==> src/logic/ddr2_spacing_pkg.sv <==
`default_nettype none
package ddr2_spacing_pkg;
  // clock rate
  localparam int unsigned CLK_PERIOD_PS = 50000;
  // times in ps, as printed in ns
  localparam int unsigned ACT_GAP_X8_PS      = 7500;
  localparam int unsigned ACT_GAP_X16_PS     = 10000;
  localparam int unsigned WRITE_RECOVERY_PS  = 15000;
  localparam int unsigned WR_TO_RD_PS        = 7500;
  localparam int unsigned RD_TO_PRE_PS       = 7500;
  localparam int unsigned SELFREF_EXTRA_PS   = 10000;
  localparam int unsigned REFRESH_CYCLE_PS   = 127500;
  localparam int unsigned PRECHARGE_PS       = 15000;
  // least times round up to whole cycles, never below one
  function automatic int unsigned ps_to_cyc(input int unsigned ps);
    int unsigned c;
    c = (ps + CLK_PERIOD_PS - 1) / CLK_PERIOD_PS;
    return (c < 1) ? 1 : c;
  endfunction : ps_to_cyc
  localparam int unsigned ACT_GAP_X8_CYC  = ps_to_cyc(ACT_GAP_X8_PS);
  localparam int unsigned ACT_GAP_X16_CYC = ps_to_cyc(ACT_GAP_X16_PS);
  localparam int unsigned WRITE_RECOVERY_CYC = ps_to_cyc(WRITE_RECOVERY_PS);
  localparam int unsigned PRECHARGE_CYC   = ps_to_cyc(PRECHARGE_PS);
  localparam int unsigned AUTOPRE_WRITE_RECOVERY_CYC = WRITE_RECOVERY_CYC + PRECHARGE_CYC;
  localparam int unsigned WRITE_TO_READ_CYC = ps_to_cyc(WR_TO_RD_PS);
  localparam int unsigned READ_TO_PRE_CYC   = ps_to_cyc(RD_TO_PRE_PS);
  localparam int unsigned SELFREF_EXIT_NONREAD_CYC =
    ps_to_cyc(REFRESH_CYCLE_PS + SELFREF_EXTRA_PS);
  // counts given in clock cycles
  localparam int unsigned COL_TO_COL_GAP      = 2;
  localparam int unsigned CLK_EN_MIN_PULSE    = 3;
  localparam int unsigned SELFREF_EXIT_READ   = 200;
  localparam int unsigned PRE_PD_EXIT_GAP     = 2;
  localparam int unsigned ACTIVE_PD_FAST_EXIT = 2;
  localparam int unsigned SLOW_EXIT_BASE_667  = 7;
  localparam int unsigned SLOW_EXIT_BASE_800  = 8;
  localparam int unsigned TERM_TO_PD_ENTRY    = 3;
  localparam int unsigned PD_EXIT_TO_TERM     = 8;
  localparam int unsigned MODEREG_WRITE_GAP   = 2;
  localparam int unsigned CLOCK_HOLD_AFTER_CKE_DROP = 2;
  localparam int unsigned BURST_HALF_DIV      = 2;
  // command encodings {cs_n, ras_n, cas_n, we_n}
  localparam logic [3:0] CMD_NOP   = 4'h7;
  localparam logic [3:0] CMD_ACT   = 4'h3;
  localparam logic [3:0] CMD_RD    = 4'h5;
  localparam logic [3:0] CMD_WR    = 4'h4;
  localparam logic [3:0] CMD_PRE   = 4'h2;
  localparam logic [3:0] CMD_REF   = 4'h1;
  localparam logic [3:0] CMD_MRS   = 4'h0;
  // request kinds from the user side
  typedef enum logic [2:0] {
    REQ_ACT = 3'h0, REQ_RD = 3'h1, REQ_WR = 3'h2, REQ_PRE = 3'h3,
    REQ_MRS = 3'h4, REQ_SR_ENTER = 3'h5, REQ_PD_ENTER = 3'h6, REQ_WAKE = 3'h7
  } req_kind_t;
  // power state, gray along active -> pd -> active
  typedef enum logic [1:0] {
    PS_ACTIVE = 2'b00, PS_PD = 2'b01, PS_SELFREF = 2'b11
  } pwr_state_t;
  localparam int unsigned CNT_W = 9;
  localparam logic [7:0] EMR_DQS_OFF_BIT = 8'ha;
  localparam logic [7:0] MR_PD_SLOW_BIT  = 8'hc;
endpackage : ddr2_spacing_pkg
`default_nettype wire

==> src/logic/gap_timer.sv <==
`timescale 1ns/1ns
`default_nettype none
// down counter: load a gap, report when it has run out
module gap_timer
  import ddr2_spacing_pkg::*;
#(
  parameter int unsigned W = CNT_W
)
(
  // clock and reset
  input  wire  logic         i_core_clk,
  input  wire  logic         i_rst_n,
  input  wire  logic         i_ce,
  // load and status
  input  wire  logic         i_load,
  input  wire  logic [W-1:0] i_count,
  output logic               o_done
);
  logic [W-1:0] left_r;  // cycles still to wait

  // load wins over the count-down
  always_ff @(posedge i_core_clk)
  begin
    if (!i_rst_n)
      left_r <= '0;
    else if (i_ce)
    begin
      if (i_load)
        left_r <= i_count;
      else if (left_r != '0)
        left_r <= left_r - 1'b1;
    end
  end

  // a load of n blocks the next n-1 cycles, so the gap is n edges;
  // done looks only at the count, so the ready path has no loop through the load
  assign o_done = (left_r <= {{(W-1){1'b0}}, 1'b1});
endmodule : gap_timer
`default_nettype wire

==> src/logic/ddr2_cmd_spacer.sv <==
// Contract
// - activates apart by 7.5 or 10 ns
// - column commands at least 2 cycles apart
// - auto-precharge write blocks bank recovery plus precharge
// - read waits 7.5 ns after write data
// - precharge trails read by 7.5 ns
// - clock-enable levels last at least 3 cycles
// - self-refresh exit: non-read waits refresh plus 10ns
// - self-refresh exit: read waits 200 cycles
// - precharge power-down exit: any command after 2
// - fast active power-down exit: read after 2
// - slow exit: read after 7 or 8 minus AL
// - power-down entry 3 cycles after termination change
// - termination change 8 cycles after power-down exit
// - mode-register write then anything: 2 cycles
// - clock keeps running after clock-enable drop
// - read to precharge at least AL plus BL/2
`timescale 1ns/1ns
`default_nettype none
module ddr2_cmd_spacer
  import ddr2_spacing_pkg::*;
#(
  parameter bit          X16         = 1'b0,   // organisation
  parameter bit          GRADE_800   = 1'b1,   // speed grade
  parameter int unsigned ADD_LAT     = 0,      // additive latency
  parameter int unsigned BURST_LEN   = 4
)
(
  // clock, reset, enable
  input  wire  logic       i_core_clk,
  input  wire  logic       i_rst_n,
  input  wire  logic       i_ce,
  // user request
  input  wire  logic       i_req_valid,
  input  wire  logic [2:0] i_req_kind,
  input  wire  logic [2:0] i_req_bank,
  input  wire  logic       i_req_autopre,
  input  wire  logic [15:0] i_req_addr,
  input  wire  logic [1:0] i_req_mr_sel,
  input  wire  logic       i_term_req,
  output logic             o_req_ready,
  // memory pins
  output logic             o_mem_cke,
  output logic             o_mem_clk_run,
  output logic             o_mem_cs_n,
  output logic             o_mem_ras_n,
  output logic             o_mem_cas_n,
  output logic             o_mem_we_n,
  output logic [2:0]       o_mem_ba,
  output logic [15:0]      o_mem_addr,
  output logic             o_mem_odt,
  // status
  output logic             o_diff_strobe,
  output logic             o_pd_slow_exit,
  output logic             o_term_active
);
  localparam logic [CNT_W-1:0] ACT_GAP =
    CNT_W'(X16 ? ACT_GAP_X16_CYC : ACT_GAP_X8_CYC);
  localparam logic [CNT_W-1:0] SLOW_EXIT =
    CNT_W'((GRADE_800 ? SLOW_EXIT_BASE_800 : SLOW_EXIT_BASE_667) - ADD_LAT);
  localparam int unsigned RD_PRE_AL = ADD_LAT + BURST_LEN / BURST_HALF_DIV;
  localparam logic [CNT_W-1:0] RD_PRE_GAP =
    CNT_W'((RD_PRE_AL > READ_TO_PRE_CYC) ? RD_PRE_AL : READ_TO_PRE_CYC);
  localparam logic [CNT_W-1:0] WR_RD_GAP =
    CNT_W'(WRITE_TO_READ_CYC + BURST_LEN / BURST_HALF_DIV + ADD_LAT);

  function automatic logic [CNT_W-1:0] cyc(input int unsigned n);
    return CNT_W'(n);
  endfunction : cyc

  req_kind_t   kind;           // request decoded
  pwr_state_t  pwr_r;          // power state
  logic        bank_open_r;    // a bank was open at pd entry
  logic        slow_exit_r;    // copy of mode bit 12
  logic        diff_strobe_r;  // strobe mode, set by extended mode write
  logic [7:0]  bank_busy_r;    // bank blocked by auto-precharge write
  logic [CNT_W-1:0] bank_cnt_r [8];
  logic        issue;          // request accepted this cycle
  logic        cke_ok;         // clock enable may change level
  logic        odt_r, odt_d1_r, odt_d2_r, odt_d3_r;
  // gap timers: act, col, wr-rd, rd-pre, mrs, cke, any-after-exit,
  // read-after-exit, term-to-pd, pd-to-term
  logic [9:0]  t_load;
  logic [CNT_W-1:0] t_cnt [10];
  logic [9:0]  t_done;
  logic        allow;

  assign kind = req_kind_t'(i_req_kind);

  genvar g;
  generate
    for (g = 0; g < 10; g++)
    begin : g_tmr
      gap_timer #(.W(CNT_W)) u_tmr (
        .i_core_clk (i_core_clk),
        .i_rst_n    (i_rst_n),
        .i_ce       (i_ce),
        .i_load     (t_load[g]),
        .i_count    (t_cnt[g]),
        .o_done     (t_done[g])
      );
    end
  endgenerate

  // decide whether the request may go now
  always_comb
  begin
    allow = t_done[4] && t_done[6];
    unique case (kind)
      REQ_ACT:
        allow = allow && t_done[0] && (pwr_r == PS_ACTIVE)
                && !bank_busy_r[i_req_bank];
      REQ_RD:
        allow = t_done[4] && t_done[1] && t_done[2] && t_done[7]
                && (pwr_r == PS_ACTIVE) && !bank_busy_r[i_req_bank];
      REQ_WR:
        allow = allow && t_done[1] && (pwr_r == PS_ACTIVE)
                && !bank_busy_r[i_req_bank];
      REQ_PRE:
        allow = allow && t_done[3] && (pwr_r == PS_ACTIVE)
                && !bank_busy_r[i_req_bank];
      REQ_MRS:
        allow = allow && (pwr_r == PS_ACTIVE) && (bank_busy_r == '0);
      REQ_SR_ENTER:
        allow = allow && cke_ok && (pwr_r == PS_ACTIVE) && (bank_busy_r == '0);
      REQ_PD_ENTER:
        // a termination change in this very cycle also blocks entry
        allow = allow && t_done[8] && !t_load[8] && cke_ok
                && (pwr_r == PS_ACTIVE);
      REQ_WAKE:
        allow = cke_ok && (pwr_r != PS_ACTIVE);
    endcase
  end
  assign issue       = i_req_valid && allow && i_ce;
  assign o_req_ready = allow;

  // timer loads on issued commands, termination changes and the first cke rise
  always_comb
  begin
    t_load = '0;
    for (int i = 0; i < 10; i++)
      t_cnt[i] = '0;
    t_cnt[0] = ACT_GAP;
    t_cnt[1] = cyc(COL_TO_COL_GAP);
    t_cnt[2] = WR_RD_GAP;
    t_cnt[3] = RD_PRE_GAP;
    t_cnt[4] = cyc(MODEREG_WRITE_GAP);
    t_cnt[5] = cyc(CLK_EN_MIN_PULSE);
    t_cnt[8] = cyc(TERM_TO_PD_ENTRY);
    t_cnt[9] = cyc(PD_EXIT_TO_TERM);
    if (pwr_r == PS_SELFREF)
    begin
      t_cnt[6] = cyc(SELFREF_EXIT_NONREAD_CYC);
      t_cnt[7] = cyc(SELFREF_EXIT_READ);
    end
    else if (bank_open_r)
    begin
      t_cnt[6] = cyc(1);
      t_cnt[7] = slow_exit_r ? SLOW_EXIT : cyc(ACTIVE_PD_FAST_EXIT);
    end
    else
    begin
      t_cnt[6] = cyc(PRE_PD_EXIT_GAP);
      t_cnt[7] = cyc(PRE_PD_EXIT_GAP);
    end
    if (issue)
    begin
      t_load[0] = (kind == REQ_ACT);
      t_load[1] = (kind == REQ_RD) || (kind == REQ_WR);
      t_load[2] = (kind == REQ_WR);
      t_load[3] = (kind == REQ_RD);
      t_load[4] = (kind == REQ_MRS);
      t_load[5] = (kind == REQ_PD_ENTER) || (kind == REQ_SR_ENTER) || (kind == REQ_WAKE);
      t_load[6] = (kind == REQ_WAKE);
      t_load[7] = (kind == REQ_WAKE);
      t_load[9] = (kind == REQ_WAKE);
    end
    t_load[8] = (odt_r != (i_term_req && t_done[9] && pwr_r == PS_ACTIVE)) && i_ce;
    // first rise after reset also starts a minimum high pulse
    if (!o_mem_cke && pwr_r == PS_ACTIVE)
      t_load[5] = i_ce;
  end

  // clock enable may only flip after its minimum pulse
  // the rise after reset is still pending while awake with cke low
  assign cke_ok = t_done[5] && (o_mem_cke || pwr_r != PS_ACTIVE);

  // power state and the mode it was entered from
  always_ff @(posedge i_core_clk)
  begin
    if (!i_rst_n)
    begin
      pwr_r       <= PS_ACTIVE;
      bank_open_r <= 1'b0;
    end
    else if (issue)
    begin
      unique case (kind)
        REQ_SR_ENTER: pwr_r <= PS_SELFREF;
        REQ_PD_ENTER:
        begin
          pwr_r       <= PS_PD;
          bank_open_r <= i_req_autopre;  // user flags banks left open
        end
        REQ_WAKE:     pwr_r <= PS_ACTIVE;
        default:      pwr_r <= pwr_r;
      endcase
    end
  end

  // mode register copies
  always_ff @(posedge i_core_clk)
  begin
    if (!i_rst_n)
    begin
      slow_exit_r   <= 1'b0;
      diff_strobe_r <= 1'b1;
    end
    else if (issue && kind == REQ_MRS)
    begin
      if (i_req_mr_sel == 2'h0)
        slow_exit_r <= i_req_addr[MR_PD_SLOW_BIT[3:0]];
      else if (i_req_mr_sel == 2'h1)
        diff_strobe_r <= !i_req_addr[EMR_DQS_OFF_BIT[3:0]];
    end
  end

  // per-bank recovery after a write with auto-precharge
  always_ff @(posedge i_core_clk)
  begin
    if (!i_rst_n)
    begin
      bank_busy_r <= '0;
      for (int b = 0; b < 8; b++)
        bank_cnt_r[b] <= '0;
    end
    else if (i_ce)
    begin
      for (int b = 0; b < 8; b++)
      begin
        if (issue && kind == REQ_WR && i_req_autopre && i_req_bank == 3'(b))
        begin
          bank_cnt_r[b]  <= cyc(AUTOPRE_WRITE_RECOVERY_CYC) + WR_RD_GAP;
          bank_busy_r[b] <= 1'b1;
        end
        else if (bank_cnt_r[b] > cyc(1))
          bank_cnt_r[b] <= bank_cnt_r[b] - 1'b1;
        else
        begin
          bank_cnt_r[b]  <= '0;
          bank_busy_r[b] <= 1'b0;
        end
      end
    end
  end

  // command pins, registered
  always_ff @(posedge i_core_clk)
  begin
    if (!i_rst_n)
    begin
      {o_mem_cs_n, o_mem_ras_n, o_mem_cas_n, o_mem_we_n} <= CMD_NOP;
      o_mem_ba   <= '0;
      o_mem_addr <= '0;
      o_mem_cke  <= 1'b0;
    end
    else if (i_ce)
    begin
      {o_mem_cs_n, o_mem_ras_n, o_mem_cas_n, o_mem_we_n} <= CMD_NOP;
      // awake means cke high; a sleep entry below overrides it
      if (pwr_r == PS_ACTIVE)
        o_mem_cke <= 1'b1;
      if (issue)
      begin
        o_mem_ba   <= (kind == REQ_MRS) ? {1'b0, i_req_mr_sel} : i_req_bank;
        o_mem_addr <= i_req_addr;
        unique case (kind)
          REQ_ACT: {o_mem_cs_n, o_mem_ras_n, o_mem_cas_n, o_mem_we_n} <= CMD_ACT;
          REQ_RD:  {o_mem_cs_n, o_mem_ras_n, o_mem_cas_n, o_mem_we_n} <= CMD_RD;
          REQ_WR:  {o_mem_cs_n, o_mem_ras_n, o_mem_cas_n, o_mem_we_n} <= CMD_WR;
          REQ_PRE: {o_mem_cs_n, o_mem_ras_n, o_mem_cas_n, o_mem_we_n} <= CMD_PRE;
          REQ_MRS: {o_mem_cs_n, o_mem_ras_n, o_mem_cas_n, o_mem_we_n} <= CMD_MRS;
          REQ_SR_ENTER:
          begin
            {o_mem_cs_n, o_mem_ras_n, o_mem_cas_n, o_mem_we_n} <= CMD_REF;
            o_mem_cke <= 1'b0;
          end
          REQ_PD_ENTER: o_mem_cke <= 1'b0;
          REQ_WAKE:     o_mem_cke <= 1'b1;
        endcase
      end
    end
  end

  // termination pin and the device's lagged view of it
  always_ff @(posedge i_core_clk)
  begin
    if (!i_rst_n)
    begin
      odt_r    <= 1'b0;
      odt_d1_r <= 1'b0;
      odt_d2_r <= 1'b0;
      odt_d3_r <= 1'b0;
    end
    else if (i_ce)
    begin
      odt_r    <= i_term_req && t_done[9] && pwr_r == PS_ACTIVE;
      odt_d1_r <= odt_r;
      odt_d2_r <= odt_d1_r;
      odt_d3_r <= odt_d2_r;
    end
  end
  assign o_mem_odt = odt_r;
  // on after 2, off after 2.5 rounded to 3 cycles
  assign o_term_active = odt_d2_r || (odt_d3_r && !odt_d2_r && odt_d1_r) || odt_d3_r;

  // clock runs always; a cke drop keeps it on at least one extra cycle
  assign o_mem_clk_run = 1'b1;
  assign o_diff_strobe = diff_strobe_r;
  assign o_pd_slow_exit = slow_exit_r;
endmodule : ddr2_cmd_spacer
`default_nettype wire

==> config.mk <==
export PLATFORM = sky130hd
export DESIGN_NAME = ddr2_cmd_spacer
export DESIGN_NICKNAME = d
export VERILOG_FILES = /design/src/logic/ddr2_spacing_pkg.sv /design/src/logic/gap_timer.sv /design/src/logic/ddr2_cmd_spacer.sv
export SDC_FILE = /design/constraint.sdc
export NUM_CORES = 1
export LEC_CHECK = 0
export ABC_AREA = 1
export BUFFER_PORTS_ARGS = -buffer_cell sky130_fd_sc_hd__buf_2
export CAP_MARGIN = 20
export CORE_MARGIN = 2
export CORE_UTILIZATION = 67
export CTS_CLUSTER_DIAMETER = 200
export DETAILED_ROUTE_END_ITERATION = 8
export PLACE_DENSITY_LB_ADDON = 0.2
export RECOVER_POWER = 100
export SLEW_MARGIN = 15
export SYNTH_ARGS = -nofsm -noshare
export SYNTH_HDL_FRONTEND = slang
export SYNTH_SLANG_ARGS = --single-unit
==> constraint.sdc <==
create_clock -name i_core_clk -period 5.39 [get_ports i_core_clk]
set_input_delay 1.078 -clock i_core_clk [delete_from_list [all_inputs] [get_ports i_core_clk]]
set_output_delay 1.078 -clock i_core_clk [all_outputs]
set_load 0.02 [all_outputs]
==> results.md <==
* Routability cong. at 0.9121
* Final Hold Violating Endpoints at 0
* Tcrit/Tclk final at 79.00%
* Clock sinks at 202
* Final core utilization at between 70 and 80%
* Worst Path Arrival at 4640 ps
* Setup Skew at 5.991 ps
* Clk pin slew, worst setup/hold paths at around 60 ps
* TritonCTS clock tree: yes
* Worst Setup End Kind: flop
* First-pass iteration count of the detailed router at 5
* Total GRT Usage at 28.39%
* Total number of vias at 9875
* Width of the die at 133.2 um
* First-pass GRT wire length at about 42 mm
* Fin cells at roughly 1800
* Flops & latches, synth at 202
* Via/cell ratio at 5.526
* Cell accounting for the most synthesized area: dfxtp_1
* Yosys cell types at 53
* Share of the yosys chip area belonging to registers at ~43%
* DP Wirelength at 17.14 mm
* Hold buffers post-CTS at 0
* Cells taking the most area after synthesis: dfxtp_1 (23%), edfxtp_1 (19%), nor2_1 (9.6%)
* Post-CTS sizing at 0
* CORE AREA at 16470 sq um
* Worst-path maximum fanout at 58
* # Post-CTS Setup Buffers at 0
* Crit path kind: input pin to flop
* Final Max Tran Viols at 99
* Least-Margin Pin Slew at 2588 ps
* Number of cell rows at 47
* Failing checks: capacitance limit, slew limit
* Post-synthesis area per instance at 7.463 sq um
* Crit-path cells: buf_2 -> clkbuf_1 -> inv_1 -> clkbuf_1 -> o32ai_1 -> inv_1
* Max frequency at 234.9 MHz
* Synth Instances at 1499
* Num CTS Buffers at 22
* Final WS setup at 1132 ps
* Hold_ws at 464.0 ps
* Yosys top cell area share at 23.26%
* Share of post-route cells with drive strength above 1 at about 5.2%
* VDD IR-drop max at 0.4101 mV
* Slew headroom at -72.56%
* Diodes inserted at 0
* MaxCap Viol Count at 2
* Setup TNS at 0 ps
* Fraction of registers with async set/reset at 0%
* Drt total wl at 24.92 mm
* CTS root buf: clkbuf_16
* CP max stage delay at 1830 ps
* Post-synth EDFFs at 72
* Status: finished, violations left
* Worst min-delay path class: flop to flop
* Initial antenna violation count at 1
* Place WS at 1729 ps
* DRT iter0 DRCs at 709
* Max H-tree Level at 1
* Post-synthesis instance area at around 11000 sq um
* GRT Residual Overflow at 0
* Shortest period the worst path allows at about 4300 ps
* Number of global-route vias before repair at 9421
* Die ar. at 17750 sq um
* Clk_lat worst skew at 500 ps
* Filler instances at 1318
* Antenna Nets Post-Route at 0
* CP Launch Type: input pin
* Post-layout net count at 1620
* Dpl cells at 1747
* Leak pwr at 5.499 nW
* Slowest CP cell: clkbuf_1
* Most frequent cell after synthesis: nor2_1
* Residual DRC at 0
* Cell area power density at 490.6 nW/um^2
* Largest delay share family, worst path: buffers and inverters
* CTS max path bufs at 3
* Predominant post-synthesis flop cell: dfxtp_1
* Starting density of the core at 67.94%
* Unrepaired setup endpoints after global routing: no
* Die height at approximately 130 um
* Commonest cells in the netlist: nor2_1 (286), nand2_1 (277), inv_1 (180)
* Total I/O pin count at 60
* Synth Net Count at approximately 1600
* Worst EP required at 5770 ps
* WL per Instance at 13.95 um
* Buf+Inv Stages, Crit Path at 5
* Ys Warns at 0
* PortBufs at 57
* Synthesis-to-layout area growth at 8.556%
* Largest net degree at the start of global routing at 59
* Final setup vio count at 0
## power by group
group,switching (W),internal [W]
Combinational,0.00152,0.000896
Clock,0.000590,0.000799
Sequential,0.000259,0.00190
## stage by stage
step                total power [W]  area [sq um]
floorplan                  0.004077         11190
global placement           0.004484         11630
detailed placement         0.004563         11630
CTS                        0.005983         12280
global route               0.006452         12140
finish                     0.005958         12140
## layer usage
metal | share of wire [%] | vias up | GRT usage [%]
met4 | 2.6 | 2 | 10.58
met1 | 45 | 4538 | 36.88
met3 | 5.8 | 65 | 4.947
li1 | - | 4995 | -
met5 | 0.052 | - | 0
met2 | 47 | 275 | 47.84
## placed cells by master, fill, tap and decap left out, types with 41 or more instances in the layout
cell type	count
nor2_1	287
nand2_1	284
a21oi_1	78
dfxtp_1	130
nand3_1	106
edfxtp_1	72
inv_1	181
clkbuf_1	41
o21ai_0	59
## path summary, 6_finish.rpt
kind	startpoint	slack, ps	end	depth (start not counted)
worst max-delay path	i_rst_n	1130	o_mem_ras_n	6
worst min-delay path	g_tmr[0].u_tmr.left_r[8]	460	g_tmr[0].u_tmr.left_r[8]	2
worst max register to register	g_tmr[4].u_tmr.left_r[1]	1460	g_tmr[1].u_tmr.left_r[6]	17
worst min register to register	g_tmr[0].u_tmr.left_r[8]	460	g_tmr[0].u_tmr.left_r[8]	2
## logic make-up (layout without fill, tap and decap cells)
kind of cell    count (synthesis)  after routing  synth area share (%)
compound gates                175            175                 8.690
flops                         202            202                 42.59
other cells                     2              2               0.06713
xor+xnor                       74             74                 5.794
fa+ha+maj                      39             39                 4.362
buf+inv                       221            289                 7.672
simple gates                  786            786                 30.82
## state kept, by name, summed over array words and instances, names as in the netlist, 2 cells and up
name,cells
pwr_r,2
bank_cnt_r,72
o_mem_ba,3
o_mem_addr,16
g_tmr.u_tmr.left_r,90
bank_busy_r,8
## area by class of cell
| type | count | area, sq um | share of cell area (%) |
|---|---|---|---|
| multi-input cells | 1076 | 5469 | 45.03 |
| inverters | 187 | 701.9 | 5.780 |
| flip-flops and latches | 202 | 4765 | 39.23 |
| repair buffers | 62 | 279.0 | 2.298 |
| clock inverters | 6 | 27.53 | 0.2267 |
| well taps | 220 | 275.3 | 2.267 |
| clock buffers | 34 | 626.9 | 5.162 |
## worst reg2reg max path: cells and delay by family, from the launching register on
family	cells	cell delay [ps]
simple gates	12	2430
compound gates	1	140
fa+ha+maj	1	160
buf+inv	3	810
flops	1	310
No activity file was read; power rests on OpenSTA's default activity.
